## src/common/swr_map.svh

```systemverilog
/*
 Constant map of the status write and soft reset slice: register indices,
 parameter byte values, instruction codes, field positions and reset values.
 Assumes inclusion by bare name from the design files, definitions only.
*/
`ifndef SWR_MAP_SVH
`define SWR_MAP_SVH

// ----------------------------------------
// Register indices (byte address = 4 * index)
// ----------------------------------------
`define SWR_IDX_CTRL        8'h00
`define SWR_IDX_STATE       8'h01
`define SWR_IDX_NV_COPY     8'h02
`define SWR_IDX_RST_COUNT   8'h03
`define SWR_IDX_PARAM_6C    8'h6C
`define SWR_IDX_PARAM_6D    8'h6D
`define SWR_IDX_PARAM_6E    8'h6E
`define SWR_IDX_PARAM_6F    8'h6F

// ----------------------------------------
// Fixed parameter bytes
// ----------------------------------------
`define SWR_PARAM_6C_VAL    8'hE8
`define SWR_PARAM_6D_VAL    8'h50
`define SWR_PARAM_6E_VAL    8'hC0
`define SWR_PARAM_6F_VAL    8'h80
`define SWR_PARAM_FILL      8'hFF

// ----------------------------------------
// Instruction codes
// ----------------------------------------
`define SWR_OP_WR_ENABLE    8'h06
`define SWR_OP_VOL_ENABLE   8'h50
`define SWR_OP_RST_ENABLE   8'h66
`define SWR_OP_RESET        8'h99
`define SWR_OP_WR_STATUS    8'h01
`define SWR_OP_RD_STATUS    8'h05
`define SWR_OP_RD_PARAM     8'h5A

// ----------------------------------------
// Field positions and reset values
// ----------------------------------------
`define SWR_STATE_WEL_BIT   8
`define SWR_STATE_VWE_BIT   9
`define SWR_STATE_RSTEN_BIT 10
`define SWR_STATE_VACT_BIT  11
`define SWR_CTRL_RESET      2'b00
`define SWR_NV_RESET        8'h00
`define SWR_ADDR_DUMMY_IDX  2'd3

`endif

```

## src/common/swr_pkg.sv

```systemverilog
/*
 Types shared by the status write and soft reset slice.
 Assumes nothing beyond a SystemVerilog compiler.
*/
`default_nettype none

package swr_pkg;

   // ----------------------------------------
   // Serial command engine states
   // ----------------------------------------
   typedef enum logic [4:0]
   {
      SWR_S_OPC  = 5'b0_0001,
      SWR_S_WRSR = 5'b0_0010,
      SWR_S_ADDR = 5'b0_0100,
      SWR_S_OUT  = 5'b0_1000,
      SWR_S_SKIP = 5'b1_0000
   } swr_state_type;

   // ----------------------------------------
   // Interface width of the operating mode
   // ----------------------------------------
   typedef enum logic [1:0]
   {
      SWR_W1 = 2'b00,
      SWR_W2 = 2'b01,
      SWR_W4 = 2'b10
   } swr_width_type;

endpackage

`default_nettype wire

```

## src/logic/swr_core.sv

```systemverilog
/*
 Status register 1 copy selection, two-step soft reset and parameter bytes of
 a serial flash, with a classic Wishbone slave for software.
 Assumes the serial pins come from another domain; they are synchronised and
 the serial clock edges are found by the system clock, which must run well
 above twice the serial clock.
*/
// The implementer's own choice: the Wishbone register port.
`timescale 1ns/1ns
`default_nettype none
`include "swr_map.svh"

// Functional notes
// - After power-up status register 1 shows the last value written to its non-volatile copy; here reset reloads that copy with 00h.
// - A non-volatile status write is accepted only after the host sent write enable 06h.
// - After 50h a status write goes to the volatile copy, which then replaces the non-volatile one.
// - The device resets only on reset enable 66h directly followed by reset 99h.
// - Both reset instructions are taken on 1, 2 or 4 lines as the current mode sets.
// - Parameter bytes read back as E8h at 6Ch, 50h at 6Dh, C0h at 6Eh and 80h at 6Fh.
module swr_core
(
   input  wire logic        clk_sys_in,
   input  wire logic        rst_b_in,
   input  wire logic        ce_in,
   input  wire logic        wb_cyc_in,
   input  wire logic        wb_stb_in,
   input  wire logic        wb_we_in,
   input  wire logic [9:0]  wb_adr_in,
   input  wire logic [31:0] wb_dat_in,
   input  wire logic [3:0]  wb_sel_in,
   output logic      [31:0] wb_dat_out,
   output logic             wb_ack_out,
   input  wire logic        spi_sclk_in,
   input  wire logic        spi_cs_b_in,
   input  wire logic [3:0]  spi_dq_in,
   output logic      [3:0]  spi_dq_out,
   output logic      [3:0]  spi_dq_oe_out,
   output logic             soft_rst_out
);

   // ----------------------------------------
   // Decoding: parameter bytes shared by bus and serial side, lane count for the serial side only
   // ----------------------------------------
   function automatic logic [7:0] param_byte(input logic [7:0] idx);
      unique case (idx)
         `SWR_IDX_PARAM_6C : param_byte = `SWR_PARAM_6C_VAL;
         `SWR_IDX_PARAM_6D : param_byte = `SWR_PARAM_6D_VAL;
         `SWR_IDX_PARAM_6E : param_byte = `SWR_PARAM_6E_VAL;
         `SWR_IDX_PARAM_6F : param_byte = `SWR_PARAM_6F_VAL;
         default           : param_byte = `SWR_PARAM_FILL;
      endcase
   endfunction

   function automatic logic [3:0] lanes(input logic [1:0] mode);
      unique case (mode)
         swr_pkg::SWR_W2 : lanes = 4'd2;
         swr_pkg::SWR_W4 : lanes = 4'd4;
         default         : lanes = 4'd1;
      endcase
   endfunction

   // ----------------------------------------
   // Declarations
   // ----------------------------------------
   logic                  sclk_s1_ff, sclk_s2_ff, sclk_s3_ff;
   logic                  cs_s1_ff, cs_s2_ff;
   logic [3:0]            dq_s1_ff, dq_s2_ff;
   logic                  ack_ff, nxt_ack;
   logic [31:0]           rdat_ff, nxt_rdat;
   logic [1:0]            mode_ff, nxt_mode;
   swr_pkg::swr_state_type state_ff, nxt_state;
   logic [7:0]            in_sh_ff, nxt_in_sh;
   logic [3:0]            in_cnt_ff, nxt_in_cnt;
   logic [7:0]            out_sh_ff, nxt_out_sh;
   logic [3:0]            out_cnt_ff, nxt_out_cnt;
   logic [23:0]           addr_ff, nxt_addr;
   logic [1:0]            addr_idx_ff, nxt_addr_idx;
   logic                  rd_param_ff, nxt_rd_param;
   logic                  wel_ff, nxt_wel;
   logic                  vwe_ff, nxt_vwe;
   logic                  rst_en_ff, nxt_rst_en;
   logic                  vact_ff, nxt_vact;
   logic [7:0]            vol_sr_ff, nxt_vol_sr;
   logic [7:0]            rst_cnt_ff, nxt_rst_cnt;
   logic                  soft_ff, nxt_soft;
   logic [3:0]            dq_ff, nxt_dq;
   logic [3:0]            oe_ff, nxt_oe;
   logic                  nv_we;
   logic [7:0]            nv_wdata;
   logic [7:0]            nv_rd;
   logic [7:0]            sr_eff;
   logic                  sclk_rise, sclk_fall;
   logic [7:0]            sh_in;
   logic [3:0]            w;
   logic [7:0]            widx;

   // ----------------------------------------
   // Pin synchronisers
   // ----------------------------------------
   always_ff @(posedge clk_sys_in or negedge rst_b_in)
   begin
      if (!rst_b_in)
      begin
         sclk_s1_ff <= 1'b0;
         sclk_s2_ff <= 1'b0;
         sclk_s3_ff <= 1'b0;
         cs_s1_ff   <= 1'b1;
         cs_s2_ff   <= 1'b1;
         dq_s1_ff   <= 4'h0;
         dq_s2_ff   <= 4'h0;
      end
      else if (ce_in)
      begin
         sclk_s1_ff <= spi_sclk_in;
         sclk_s2_ff <= sclk_s1_ff;
         sclk_s3_ff <= sclk_s2_ff;
         cs_s1_ff   <= spi_cs_b_in;
         cs_s2_ff   <= cs_s1_ff;
         dq_s1_ff   <= spi_dq_in;
         dq_s2_ff   <= dq_s1_ff;
      end
   end

   // Effective status register: volatile copy only once activated
   assign sr_eff    = vact_ff ? vol_sr_ff : nv_rd;
   assign sclk_rise = sclk_s2_ff & ~sclk_s3_ff;
   assign sclk_fall = ~sclk_s2_ff & sclk_s3_ff;
   assign w         = lanes(mode_ff);
   assign widx      = wb_adr_in[9:2];

   // Shift in one, two or four lines per rising edge
   always_comb
   begin
      unique case (mode_ff)
         swr_pkg::SWR_W2 : sh_in = {in_sh_ff[5:0], dq_s2_ff[1:0]};
         swr_pkg::SWR_W4 : sh_in = {in_sh_ff[3:0], dq_s2_ff};
         default         : sh_in = {in_sh_ff[6:0], dq_s2_ff[0]};
      endcase
   end

   // ----------------------------------------
   // Wishbone slave
   // ----------------------------------------
   // One wait state; every address answers, unmapped reads give zero
   always_comb
   begin
      nxt_ack  = wb_cyc_in & wb_stb_in & ~ack_ff;
      nxt_rdat = rdat_ff;
      nxt_mode = mode_ff;
      if (nxt_ack)
      begin
         unique case (widx)
            `SWR_IDX_CTRL      : nxt_rdat = {30'h0000_0000, mode_ff};
            `SWR_IDX_STATE     : nxt_rdat = {20'h0_0000, vact_ff, rst_en_ff, vwe_ff,
                                             wel_ff, sr_eff};
            `SWR_IDX_NV_COPY   : nxt_rdat = {24'h00_0000, nv_rd};
            `SWR_IDX_RST_COUNT : nxt_rdat = {24'h00_0000, rst_cnt_ff};
            `SWR_IDX_PARAM_6C,
            `SWR_IDX_PARAM_6D,
            `SWR_IDX_PARAM_6E,
            `SWR_IDX_PARAM_6F  : nxt_rdat = {24'h00_0000, param_byte(widx)};
            default            : nxt_rdat = 32'h0000_0000;
         endcase
         if (wb_we_in && wb_sel_in[0] && widx == `SWR_IDX_CTRL)
         begin
            // Code 2'b11 is not a width; it is refused and the mode kept
            if (wb_dat_in[1:0] != 2'b11)
               nxt_mode = wb_dat_in[1:0];
         end
      end
   end

   always_ff @(posedge clk_sys_in or negedge rst_b_in)
   begin
      if (!rst_b_in)
      begin
         ack_ff  <= 1'b0;
         rdat_ff <= 32'h0000_0000;
         mode_ff <= `SWR_CTRL_RESET;
      end
      else if (ce_in)
      begin
         ack_ff  <= nxt_ack;
         rdat_ff <= nxt_rdat;
         mode_ff <= nxt_mode;
      end
   end

   // ----------------------------------------
   // Serial command engine
   // ----------------------------------------
   always_comb
   begin
      nxt_state    = state_ff;
      nxt_in_sh    = in_sh_ff;
      nxt_in_cnt   = in_cnt_ff;
      nxt_out_sh   = out_sh_ff;
      nxt_out_cnt  = out_cnt_ff;
      nxt_addr     = addr_ff;
      nxt_addr_idx = addr_idx_ff;
      nxt_rd_param = rd_param_ff;
      nxt_wel      = wel_ff;
      nxt_vwe      = vwe_ff;
      nxt_rst_en   = rst_en_ff;
      nxt_vact     = vact_ff;
      nxt_vol_sr   = vol_sr_ff;
      nxt_rst_cnt  = rst_cnt_ff;
      nxt_soft     = 1'b0;
      nxt_dq       = dq_ff;
      nxt_oe       = oe_ff;
      nv_we        = 1'b0;
      nv_wdata     = sh_in;
      if (cs_s2_ff)
      begin
         // Deselect ends any command and frees the lines
         nxt_state   = swr_pkg::SWR_S_OPC;
         nxt_in_cnt  = 4'd0;
         nxt_out_cnt = 4'd0;
         nxt_oe      = 4'h0;
      end
      else if (sclk_rise)
      begin
         nxt_in_sh  = sh_in;
         nxt_in_cnt = in_cnt_ff + w;
         if (in_cnt_ff + w == 4'd8)
         begin
            nxt_in_cnt = 4'd0;
            unique case (state_ff)
               swr_pkg::SWR_S_OPC :
               begin
                  nxt_rst_en = 1'b0;
                  nxt_state  = swr_pkg::SWR_S_SKIP;
                  unique case (sh_in)
                     `SWR_OP_WR_ENABLE  : nxt_wel = 1'b1;
                     `SWR_OP_VOL_ENABLE : nxt_vwe = 1'b1;
                     `SWR_OP_RST_ENABLE : nxt_rst_en = 1'b1;
                     `SWR_OP_RESET :
                     begin
                        if (rst_en_ff)
                        begin
                           nxt_wel     = 1'b0;
                           nxt_vwe     = 1'b0;
                           nxt_vact    = 1'b0;
                           nxt_soft    = 1'b1;
                           nxt_rst_cnt = rst_cnt_ff + 8'h01;
                        end
                     end
                     `SWR_OP_WR_STATUS :
                     begin
                        // Without either enable the data byte is ignored
                        if (wel_ff || vwe_ff)
                           nxt_state = swr_pkg::SWR_S_WRSR;
                     end
                     `SWR_OP_RD_STATUS :
                     begin
                        nxt_out_sh   = sr_eff;
                        nxt_rd_param = 1'b0;
                        nxt_state    = swr_pkg::SWR_S_OUT;
                     end
                     `SWR_OP_RD_PARAM :
                     begin
                        nxt_addr_idx = 2'd0;
                        nxt_state    = swr_pkg::SWR_S_ADDR;
                     end
                     default : nxt_state = swr_pkg::SWR_S_SKIP;
                  endcase
               end
               swr_pkg::SWR_S_WRSR :
               begin
                  if (vwe_ff)
                  begin
                     nxt_vol_sr = sh_in;
                     nxt_vact   = 1'b1;
                     nxt_vwe    = 1'b0;
                  end
                  else
                  begin
                     nv_we    = 1'b1;
                     nxt_vact = 1'b0;
                     nxt_wel  = 1'b0;
                  end
                  nxt_state = swr_pkg::SWR_S_SKIP;
               end
               swr_pkg::SWR_S_ADDR :
               begin
                  // Three address bytes, then one dummy byte
                  nxt_addr_idx = addr_idx_ff + 2'd1;
                  if (addr_idx_ff == `SWR_ADDR_DUMMY_IDX)
                  begin
                     nxt_out_sh   = (addr_ff[23:8] == 16'h0000) ?
                                    param_byte(addr_ff[7:0]) : `SWR_PARAM_FILL;
                     nxt_rd_param = 1'b1;
                     nxt_state    = swr_pkg::SWR_S_OUT;
                  end
                  else
                     nxt_addr = {addr_ff[15:0], sh_in};
               end
               swr_pkg::SWR_S_OUT,
               swr_pkg::SWR_S_SKIP : nxt_state = state_ff;
            endcase
         end
      end
      else if (sclk_fall && state_ff == swr_pkg::SWR_S_OUT)
      begin
         // Drive on the falling edge so the host samples on the rising one
         unique case (mode_ff)
            swr_pkg::SWR_W2 :
            begin
               nxt_dq = {2'b00, out_sh_ff[7:6]};
               nxt_oe = 4'h3;
            end
            swr_pkg::SWR_W4 :
            begin
               nxt_dq = out_sh_ff[7:4];
               nxt_oe = 4'hF;
            end
            default :
            begin
               nxt_dq = {2'b00, out_sh_ff[7], 1'b0};
               nxt_oe = 4'h2;
            end
         endcase
         nxt_out_sh  = out_sh_ff << w;
         nxt_out_cnt = out_cnt_ff + w;
         if (out_cnt_ff + w == 4'd8)
         begin
            // Status repeats; parameter reads walk up the address
            nxt_out_cnt = 4'd0;
            nxt_addr    = addr_ff + 24'h00_0001;
            nxt_out_sh  = !rd_param_ff ? sr_eff :
                          ((addr_ff[23:8] == 16'h0000 && addr_ff[7:0] != 8'hFF) ?
                           param_byte(addr_ff[7:0] + 8'h01) : `SWR_PARAM_FILL);
         end
      end
   end

   always_ff @(posedge clk_sys_in or negedge rst_b_in)
   begin
      if (!rst_b_in)
      begin
         state_ff    <= swr_pkg::SWR_S_OPC;
         in_sh_ff    <= 8'h00;
         in_cnt_ff   <= 4'd0;
         out_sh_ff   <= 8'h00;
         out_cnt_ff  <= 4'd0;
         addr_ff     <= 24'h00_0000;
         addr_idx_ff <= 2'd0;
         rd_param_ff <= 1'b0;
         wel_ff      <= 1'b0;
         vwe_ff      <= 1'b0;
         rst_en_ff   <= 1'b0;
         vact_ff     <= 1'b0;
         vol_sr_ff   <= 8'h00;
         rst_cnt_ff  <= 8'h00;
         soft_ff     <= 1'b0;
         dq_ff       <= 4'h0;
         oe_ff       <= 4'h0;
      end
      else if (ce_in)
      begin
         state_ff    <= nxt_state;
         in_sh_ff    <= nxt_in_sh;
         in_cnt_ff   <= nxt_in_cnt;
         out_sh_ff   <= nxt_out_sh;
         out_cnt_ff  <= nxt_out_cnt;
         addr_ff     <= nxt_addr;
         addr_idx_ff <= nxt_addr_idx;
         rd_param_ff <= nxt_rd_param;
         wel_ff      <= nxt_wel;
         vwe_ff      <= nxt_vwe;
         rst_en_ff   <= nxt_rst_en;
         vact_ff     <= nxt_vact;
         vol_sr_ff   <= nxt_vol_sr;
         rst_cnt_ff  <= nxt_rst_cnt;
         soft_ff     <= nxt_soft;
         dq_ff       <= nxt_dq;
         oe_ff       <= nxt_oe;
      end
   end

   // ----------------------------------------
   // Non-volatile copy and outputs
   // ----------------------------------------
   swr_nv_store #(
      .WIDTH     (8),
      .RESET_VAL (`SWR_NV_RESET)
   ) u_nv (
      .clk_sys_in  (clk_sys_in),
      .rst_b_in    (rst_b_in),
      .ce_in       (ce_in),
      .wr_en_in    (nv_we),
      .wr_data_in  (nv_wdata),
      .rd_data_out (nv_rd)
   );

   assign wb_dat_out    = rdat_ff;
   assign wb_ack_out    = ack_ff;
   assign spi_dq_out    = dq_ff;
   assign spi_dq_oe_out = oe_ff;
   assign soft_rst_out  = soft_ff;

endmodule // swr_core

`default_nettype wire

```

## src/logic/swr_nv_store.sv

```systemverilog
/*
 Non-volatile copy of status register 1: one word, registered read data.
 Assumes its writer runs on the same clock; power-up is the async reset.
*/
`timescale 1ns/1ns
`default_nettype none

module swr_nv_store
#(
   parameter int          WIDTH     = 8,
   parameter logic [WIDTH-1:0] RESET_VAL = '0
)
(
   input  wire logic             clk_sys_in,
   input  wire logic             rst_b_in,
   input  wire logic             ce_in,
   input  wire logic             wr_en_in,
   input  wire logic [WIDTH-1:0] wr_data_in,
   output logic      [WIDTH-1:0] rd_data_out
);

   logic [WIDTH-1:0] word_ff;
   logic [WIDTH-1:0] nxt_word;
   logic [WIDTH-1:0] rd_ff;
   logic [WIDTH-1:0] nxt_rd;

   // ----------------------------------------
   // Storage and read register
   // ----------------------------------------
   // Read data lags a write by one cycle, as a real store would
   always_comb
   begin
      nxt_word = wr_en_in ? wr_data_in : word_ff;
      nxt_rd   = word_ff;
   end

   always_ff @(posedge clk_sys_in or negedge rst_b_in)
   begin
      if (!rst_b_in)
      begin
         word_ff <= RESET_VAL;
         rd_ff   <= RESET_VAL;
      end
      else if (ce_in)
      begin
         word_ff <= nxt_word;
         rd_ff   <= nxt_rd;
      end
   end

   assign rd_data_out = rd_ff;

endmodule // swr_nv_store

`default_nettype wire

```

## config.mk

```make
export PLATFORM = sky130hd
export DESIGN_NAME = swr_core
export DESIGN_NICKNAME = d
export VERILOG_FILES = /design/src/common/swr_pkg.sv /design/src/logic/swr_core.sv /design/src/logic/swr_nv_store.sv
export VERILOG_INCLUDE_DIRS = /design/src /design/src/common
export SDC_FILE = /design/constraint.sdc
export NUM_CORES = 1
export LEC_CHECK = 0
export BUFFER_PORTS_ARGS = -buffer_cell sky130_fd_sc_hd__buf_2
export CORE_MARGIN = 4
export CORE_UTILIZATION = 59
export DETAILED_ROUTE_END_ITERATION = 16
export GPL_TIMING_DRIVEN = 0
export PLACE_DENSITY_LB_ADDON = 0.3
export SYNTH_ARGS = -nofsm -noshare
export SYNTH_HDL_FRONTEND = slang
export SYNTH_SLANG_ARGS = --single-unit
```

## constraint.sdc

```tcl
create_clock -name clk_sys_in -period 3.2 [get_ports clk_sys_in]
set_input_delay 0.16 -clock clk_sys_in [delete_from_list [all_inputs] [get_ports clk_sys_in]]
set_output_delay 0.16 -clock clk_sys_in [all_outputs]
set_load 0.01 [all_outputs]
```

==> metrics.md, run 1 <==
| Metric | Value |
|---|---|
| Clk_lat worst skew | 0.43 ns |
| Post-Place Cell Area | 8325 um^2 |
| Critical path capture point type | flip-flop |
| Total number of nets in the final design | 996 |
| Sw Pwr | 0.001911 W |
| Drt first pass iters | 6 |
| Initial detailed-routing violation count | 727 |
| Max-slew headroom at the worst pin | 46.09% |
| Transition time at the pin with the least slew margin | roughly 0.80 ns |
| Combinational power share | 28.4% |
| Slowest library cell on the worst path | o21ai_2 |
| Number of setup violations in the final report | 0 |
| Final HPWL DP | 14810 um |
| # diodes | 0 |
| Required @ worst endpoint | between 3 and 4 ns |
| CTS clk-pin slew, worst paths | around 0.06 ns |
| GRT Util Overall | 29.21% |
| Residual antenna-violating net count after detailed routing | 0 |
| # DRC | 0 |
| Result of the run | completed |
| Maximum clock frequency | about 320 MHz |
| Count of boundary I/O pins | 100 |
| H-Tree Level Count | 4 |
| Power density relative to cell area | between 600 and 700 nW/um^2 |
| Global-route wire length before repair | approximately 34000 um |
| Sequential share of the synthesized area | 40.84% |
| Avg Cell Area, Syn | 9.500 um^2 |
| Die area | about 15000 um^2 |
| Total congestion overflow | 0 |
| Standard-cell rows | slightly above 40 |
| Initial antenna violation count | 0 |
| Commonest cells after routing, fill and taps aside | dfrtp_1, nand2_1, o21ai_0, nor2_1, mux2_2 |
| Weighted congestion at the end of routability-driven global placement | 0.9739 |
| I/O Buffers | 43 |
| Cts bufs inserted | 17 |
| Clk network pwr share | 33.9% |
| Number of endpoints with negative hold slack in the final report | 0 |
| Buffer cell driving the clock tree root | clkbuf_16 |
| Chip height | 122.9 um |
| Std-Cell Core Area | 12770 um^2 |
| Area growth from synthesis to layout | 17.27% |
| Total leakage power | 4.045 nW |
| Total number of vias | 6871 |
| Post-detailed-route wirelength per cell | between 15 and 20 um |
| Max-slew violation count | 0 |
| Maximum fanout encountered on the critical timing path | 10 |
| Largest net degree at the start of global routing | 73 |
| Overall die width | 122.9 um |
| Post-synth EDFFs | 0 |
| CTS tree | built |
| Fraction of layout instances using a drive strength above 1 | 24.33% |
| Via count of the first global-routing pass | roughly 6300 |
| Fraction of registers with async set/reset | 100.0% |
| CTS Sinks | roughly 130 |
| Power share of the sequential group | 37.8% |
| CP peak stage delay | 0.50 ns |
| Path type of the worst min-delay path | in -> reg |
| Initial Util | 60.99% |
| Number of buffer and inverter stages on the critical path | 3 |
| Routed wire length | 21180 um |
| Total chip power | 0.005539 W |
| Ys Warns | 0 |
| Delay-heaviest family, CP | compound AO/OA/AOI/OAI gates |
| Post-DR vias/cell | 6.218 |
| Cell-internal power | 0.003628 W |
| Critical path type | reg -> reg |
| Peak VDD IR | 0.0003906 V |
| Longest Clk Path Bufs | 2 |
| Synthesized instance count | 820 |
| Post-layout min period | approximately 3.1 ns |
| Post-route clock period utilization | 98.13% |
| Series of cell instances along the critical path | inv_1 -> ha_1 -> buf_6 -> buf_8 -> a22oi_4 -> o21ai_2 -> and4b_2 -> nand3_2 -> nor2_1 -> o21ai_0 -> a21bo_2 |
| Skew final | 0.009286 ns |
| Commonest non-fill, non-tap cell in the layout | dfrtp_1 |
| Max-cap check violation count | 0 |
| Switching fraction of total power | 34.50% |
| Library cells used by synthesis | 91 |
| Mapped Area | 7790 um^2 |
| Fin area | 9135 um^2 |
| CP startpoint kind | flip-flop |
| Register bit count reported by yosys | 127 |
| Worst EP arrival | about 3.5 ns |
| Dominant synthesized flop cell | dfrtp_1 |
-- cell families (layout without fill, tap and decap cells) --
| logic type | count (synthesis) | after routing | share of synthesized area [%] |
|---|---|---|---|
| DFF | 127 | 127 | 40.84 |
| adders and majority gates | 17 | 17 | 2.730 |
| other | 1 | 20 | 0.04814 |
| muxes | 65 | 65 | 9.476 |
| xor gates and xnor gates | 12 | 12 | 1.446 |
| buffers and inverters | 92 | 186 | 6.425 |
| and+or+nand+nor | 276 | 276 | 19.05 |
| AOI/OAI and AO/OA | 230 | 230 | 19.98 |
-- synth_stat cells (13+ instances only) --
cell      number  share of area, %
dfrtp_1      124                40
a22oi_1       15               1.4
mux2i_1       13               1.7
buf_4         24               2.3
nand2_1       84               4.0
nor2_1        58               2.8
a21oi_1       42               2.7
inv_1         27               1.3
ha_1          17               2.7
nor3_1        16               1.0
mux2_2        49               7.1
nand3_1       27               1.7
o21ai_0       70               4.5
o22ai_1       19               1.5
clkbuf_1      25               1.2
-- per-stage QoR --
stage               instances  utilization (%)  hold slack (ns)   TNS, ns  worst slack, ns
global route             1105            71.52           0.1423  -0.02738         -0.02738
CTS                      1097            70.64           0.1048         0          0.01539
finish                   1105            71.52           0.1190         0          0.05996
floorplan                 839                -          -0.1356         0           0.3025
detailed placement       1055            65.18           0.1596    -2.883          -0.2052
global placement         1054            64.91           0.3910   -0.8963         -0.08922
-- power by group through the flow --
stage	Clock (W)	Combinational, W	Sequential, W
global route	0.00197	0.00173	0.00212
global placement	0	0.00144	0.00210
detailed placement	0	0.00148	0.00210
floorplan	0	0.00112	0.00204
finish	0.00188	0.00157	0.00209
CTS	0.00190	0.00151	0.00208
-- layer usage --
| metal | share of wire (%) | track usage [%] |
|---|---|---|
| met4 | 2.8 | 11.41 |
| met2 | 47 | 44.31 |
| met1 | 42 | 41.33 |
| met5 | 0 | 0 |
| met3 | 8.5 | 5.993 |
-- area by class of cell --
class,count,area (um^2)
buffer,65,407.9
clock buffer,20,446.7
clock inverter,11,117.6
fill,951,3638
inverter,27,101.3
multi-input combinational,620,4237
sequential,127,3183
tap,172,215.2
timing repair buffer,63,426.7
-- worst paths after layout --
path                                           start  depth (start not counted)                         to  slack, ns
setup reg to reg              mode_ff[1]$_DFFE_PN0P_                         11        vact_ff$_DFFE_PN0P_       0.06
hold reg to reg            wb_dat_out[3]$_DFFE_PN0P_                          2  wb_dat_out[3]$_DFFE_PN0P_       0.48
max in group asynchronous                   rst_b_in                          3     mode_ff[1]$_DFFE_PN0P_       2.21
setup / recovery              mode_ff[1]$_DFFE_PN0P_                         11        vact_ff$_DFFE_PN0P_       0.06
hold / removal                              wb_we_in                          3     mode_ff[1]$_DFFE_PN0P_       0.12
min in group asynchronous                   rst_b_in                          2  out_cnt_ff[0]$_DFFE_PN0P_       0.26
-- sequential cells by signal (all words and copies together), names as in the netlist, 2 cells and up --
name and cells:
addr_ff 24, wb_dat_out 12, out_sh_ff 8, rst_cnt_ff 8
u_nv.nxt_rd 8, u_nv.rd_data_out 8, vol_sr_ff 8, in_sh_ff 7
state_ff 5, dq_s1_ff 4, dq_s2_ff 4, in_cnt_ff 4
out_cnt_ff 4, spi_dq_out 4, spi_dq_oe_out 3, addr_idx_ff 2
mode_ff 2
-- repair_timing --
action / in CTS / in global routing
hold buffers: 9 / 0
endpoints found under the hold margin: 60 / 0
resized for setup: 6 / 11
pin swaps: 2 / 4
endpoints found under the setup margin: 36 / 48
setup buffers: 2 / 8
-- worst reg2reg max path, stage by stage, from the launching register on --
cell	delay (ns)
dfrtp_2	0.41
inv_1	0.10
ha_1	0.28
buf_6	0.21
buf_8	0.17
a22oi_4	0.09
o21ai_2	0.50
and4b_2	0.38
nand3_2	0.20
nor2_1	0.33
o21ai_0	0.14
a21bo_2	0.22
Note: power is estimated with default switching activity, not from simulation.
==> inputs of run 2 (changes only) <==
--- a/config.mk
+++ b/config.mk
@@ -6,8 +6,8 @@
 export SDC_FILE = /design/constraint.sdc
 export NUM_CORES = 1
 export LEC_CHECK = 0
+export ABC_AREA = 1
 export BUFFER_PORTS_ARGS = -buffer_cell sky130_fd_sc_hd__buf_2
-export CORE_MARGIN = 4
 export CORE_UTILIZATION = 59
 export DETAILED_ROUTE_END_ITERATION = 16
 export GPL_TIMING_DRIVEN = 0
==> run 2 against run 1 <==
  * Non-clock buffer count down 20
  * Register-to-register slack better by 0.15 ns
  * Clock-buffer cell count down 1
  * Cell count up 28%
  * Maximum frequency up 4.9%
  * Combinational power down 47%
  * Total power down 19%
  * Global-route usage up 2.7 points
  * Clock skew down 0.0021 ns
  * Core utilization down 1.7 points
  * Sequential power down 13%
  * Die area down 5.0%
  * Critical endpoint is now rst_cnt_ff[0]$_DFFE_PN0P_
  * Largest cell class unchanged
  * Highest routed layer unchanged
==> metrics.md, run 2 <==
| Metric | Value |
|---|---|
| PostCTS Resize Cnt | 0 |
| Skew final | 0.007146 ns |
| Critical path type | reg -> reg |
| Fraction of layout instances using a drive strength above 1 | 15.17% |
| Top cell type's share of synthesized area | between 30% and 40% |
| Post-DR vias/cell | between 5 and 6 |
| Avg Cell Area, Syn | 7.237 um^2 |
| RSZ-0062 raised after global routing | no |
| Total number of vias | 7827 |
| Post-route clock period utilization | around 94% |
| H-Tree Level Count | 4 |
| Largest net degree at the start of global routing | 97 |
| Post-synth EDFFs | 0 |
| Top-count cell post-synth | nand2_1 |
| Number of flip-flops under the largest register name | 24 |
| Initial antenna violation count | 0 |
| Worst EP arrival | 3.29 ns |
| Routed wire length | between 20000 and 25000 um |
| Critical path capture point type | flip-flop |
| Initial Util | 61.08% |
| Number of setup violations in the final report | 0 |
| Residual antenna-violating net count after detailed routing | 0 |
| Most common library cells after synthesis | nand2_1, dfrtp_1, inv_1 |
| Overall die width | 119.8 um |
| Buffer cell driving the clock tree root | clkbuf_16 |
| Fraction of registers with async set/reset | between 90% and 100% |
| Mapped Area | 8185 um^2 |
| Path type of the worst min-delay path | in -> reg |
| Switching fraction of total power | a little under a third |
| Total leakage power | 4.653 nW |
| Register bit count reported by yosys | 127 |
| Max-slew violation count | 0 |
| Longest Clk Path Bufs | 2 |
| CTS tree | built |
| Top register by number of flip-flops | addr_ff |
| Total chip power | about 0.0045 W |
| Synthesized instance count | approximately 1100 |
| Max-slew headroom at the worst pin | approximately 45% |
| Post-layout min period | 2.993 ns |
| Transition time at the pin with the least slew margin | 0.8188 ns |
| Commonest non-fill, non-tap cell in the layout | nand2_1 |
| Initial detailed-routing violation count | 828 |
| Post-detailed-route wirelength per cell | 15.48 um |
| Cts bufs inserted | 17 |
| Cell-internal power | 0.003075 W |
| Chip height | 119.8 um |
| Ys Warns | 0 |
| End-of-flow core utilization | 69.79% |
| Clk network pwr share | 40.9% |
| GRT Util Overall | 31.93% |
| Launching element of the worst setup path | mode_ff[0]$_DFFE_PN0P_ |
| Synth area leader | dfrtp_1 |
| Source of the worst register-to-register timing path | mode_ff[0]$_DFFE_PN0P_ |
| Power density relative to cell area | 480.2 nW/um^2 |
| CTS clk-pin slew, worst paths | 0.06 ns |
| Max-cap check violation count | 0 |
| Maximum fanout encountered on the critical timing path | 5 |
| Total congestion overflow | 0 |
| Count of boundary I/O pins | 100 |
| Weighted congestion at the end of routability-driven global placement | 0.9343 |
| Fillcell total | 1153 |
| Dominant synthesized flop cell | dfrtp_1 |
| Maximum clock frequency | 334.1 MHz |
| Standard-cell rows | 42 |
| Sequential share of the synthesized area | 38.87% |
| CP startpoint kind | flip-flop |
| Power share of the sequential group | 40.5% |
| Area growth from synthesis to layout | 14.25% |
| Start point of the worst min-delay path | wb_dat_in[0] |
| Combinational power share | 18.6% |
| Via count of the first global-routing pass | 7114 |
| Clk_lat worst skew | 0.42 ns |
| Library cells used by synthesis | 60 |
| Final HPWL DP | 16080 um |
| Die area | 14350 um^2 |
| Required @ worst endpoint | 3.49 ns |
| Result of the run | completed |
| Commonest cells after routing, fill and taps aside | nand2_1, dfrtp_1, inv_1, o21ai_0, nor2_1 |
| Peak VDD IR | 0.0003892 V |
| I/O Buffers | between 40 and 50 |
| Leading cell types by total area after synthesis | dfrtp_1, nand2_1, o21ai_0, inv_1, nor2_1 |
| # diodes | 0 |
| Sw Pwr | around 0.0014 W |
| Drt first pass iters | 6 |
| Number of endpoints with negative hold slack in the final report | 0 |
| Global-route wire length before repair | about 35000 um |
| Final TNS setup | 0 ns |
| # DRC | 0 |
| Post-CTS Setup Bufs | 0 |
| Std-Cell Core Area | 13400 um^2 |
| Total number of nets in the final design | approximately 1300 |
| CTS Sinks | 127 |
run 2: cell count changes after synthesis, moves of 32 or more:
cell	before	now
nand2_1	84	354
inv_1	27	116
mux2_2	49	0
nand3_1	27	63
nor2_1	58	91
o21ai_0	70	102
run 2: stage by stage:
stage / instance area, um^2 / cells / hold slack [ns] / worst slack, ns
5_1_grt: 9351 / 1409 / 0.008123 / 0.01424
3_5_place_dp: 8726 / 1370 / 0.07239 / 0.2467
6_report: 9351 / 1409 / 0.009738 / 0.2073
3_3_place_gp: 8692 / 1369 / 0.3617 / 0.2883
4_1_cts: 9351 / 1409 / 0.0001555 / 0.2278
2_1_floorplan: 8257 / 1150 / -0.1356 / 0.7280
run 2: power groups by stage:
stage	clock [W]	sequential (W)	combinational, W
floorplan	0	0.00181	0.000580
CTS	0.00185	0.00181	0.000823
global route	0.00191	0.00183	0.000938
finish	0.00184	0.00182	0.000835
global placement	0	0.00183	0.000783
detailed placement	0	0.00184	0.000806
run 2: worst paths after layout:
check	endpoint	slack (ns)	cells past startpoint
worst max-delay path	rst_cnt_ff[0]$_DFFE_PN0P_	0.21	12
worst min-delay path	mode_ff[0]$_DFFE_PN0P_	0.01	3
worst max register to register	rst_cnt_ff[0]$_DFFE_PN0P_	0.21	12
worst min register to register	cs_s1_ff$_DFFE_PN1P_	0.46	2
max in group asynchronous	cs_s1_ff$_DFFE_PN1P_	2.21	3
min in group asynchronous	spi_dq_out[0]$_DFFE_PN0P_	0.20	2
run 2: worst max-delay path, stage by stage (launching register included):
cell and delay [ns]:
dfrtp_1 0.41, inv_1 0.11, ha_1 0.39, ha_1 0.24, ha_1 0.18, inv_1 0.06, nand2_2 0.06, xor2_2 0.15
and2_2 0.19, nand3_4 0.11, nor3_1 0.41, nand3_1 0.32, xor2_1 0.23
run 2: per-layer routing:
metal | wire (um) | GRT usage [%]
met1 | 9548 | 43.41
met2 | 10230 | 50.69
met5 | 0 | 0
met4 | 527 | 13.20
met3 | 1502 | 5.276
run 2: timing repair:
item	in CTS	in global routing
hold buffers	7	0
hold endpoints to repair	37	0
endpoints found under the setup margin	0	0
run 2: cells by family after synthesis:
family	share of synthesized area, %
compound gates	14.11
xor+xnor	3.042
fa+ha+maj	2.599
buf+inv	10.38
flops	38.87
mux	0.1223
other cells	0.04581
simple gates	30.83
run 2: cell type report:
cell class	count	area, um^2	share of cell area, %
Inverter	126	481.7	5.151
Timing Repair Buffer	51	319.1	3.412
Multi-Input combinational cell	840	4225	45.18
Clock inverter	13	112.6	1.204
Sequential cell	127	3182	34.02
Buffer	57	367.9	3.934
Tap cell	176	220.2	2.355
Clock buffer	19	442.9	4.736
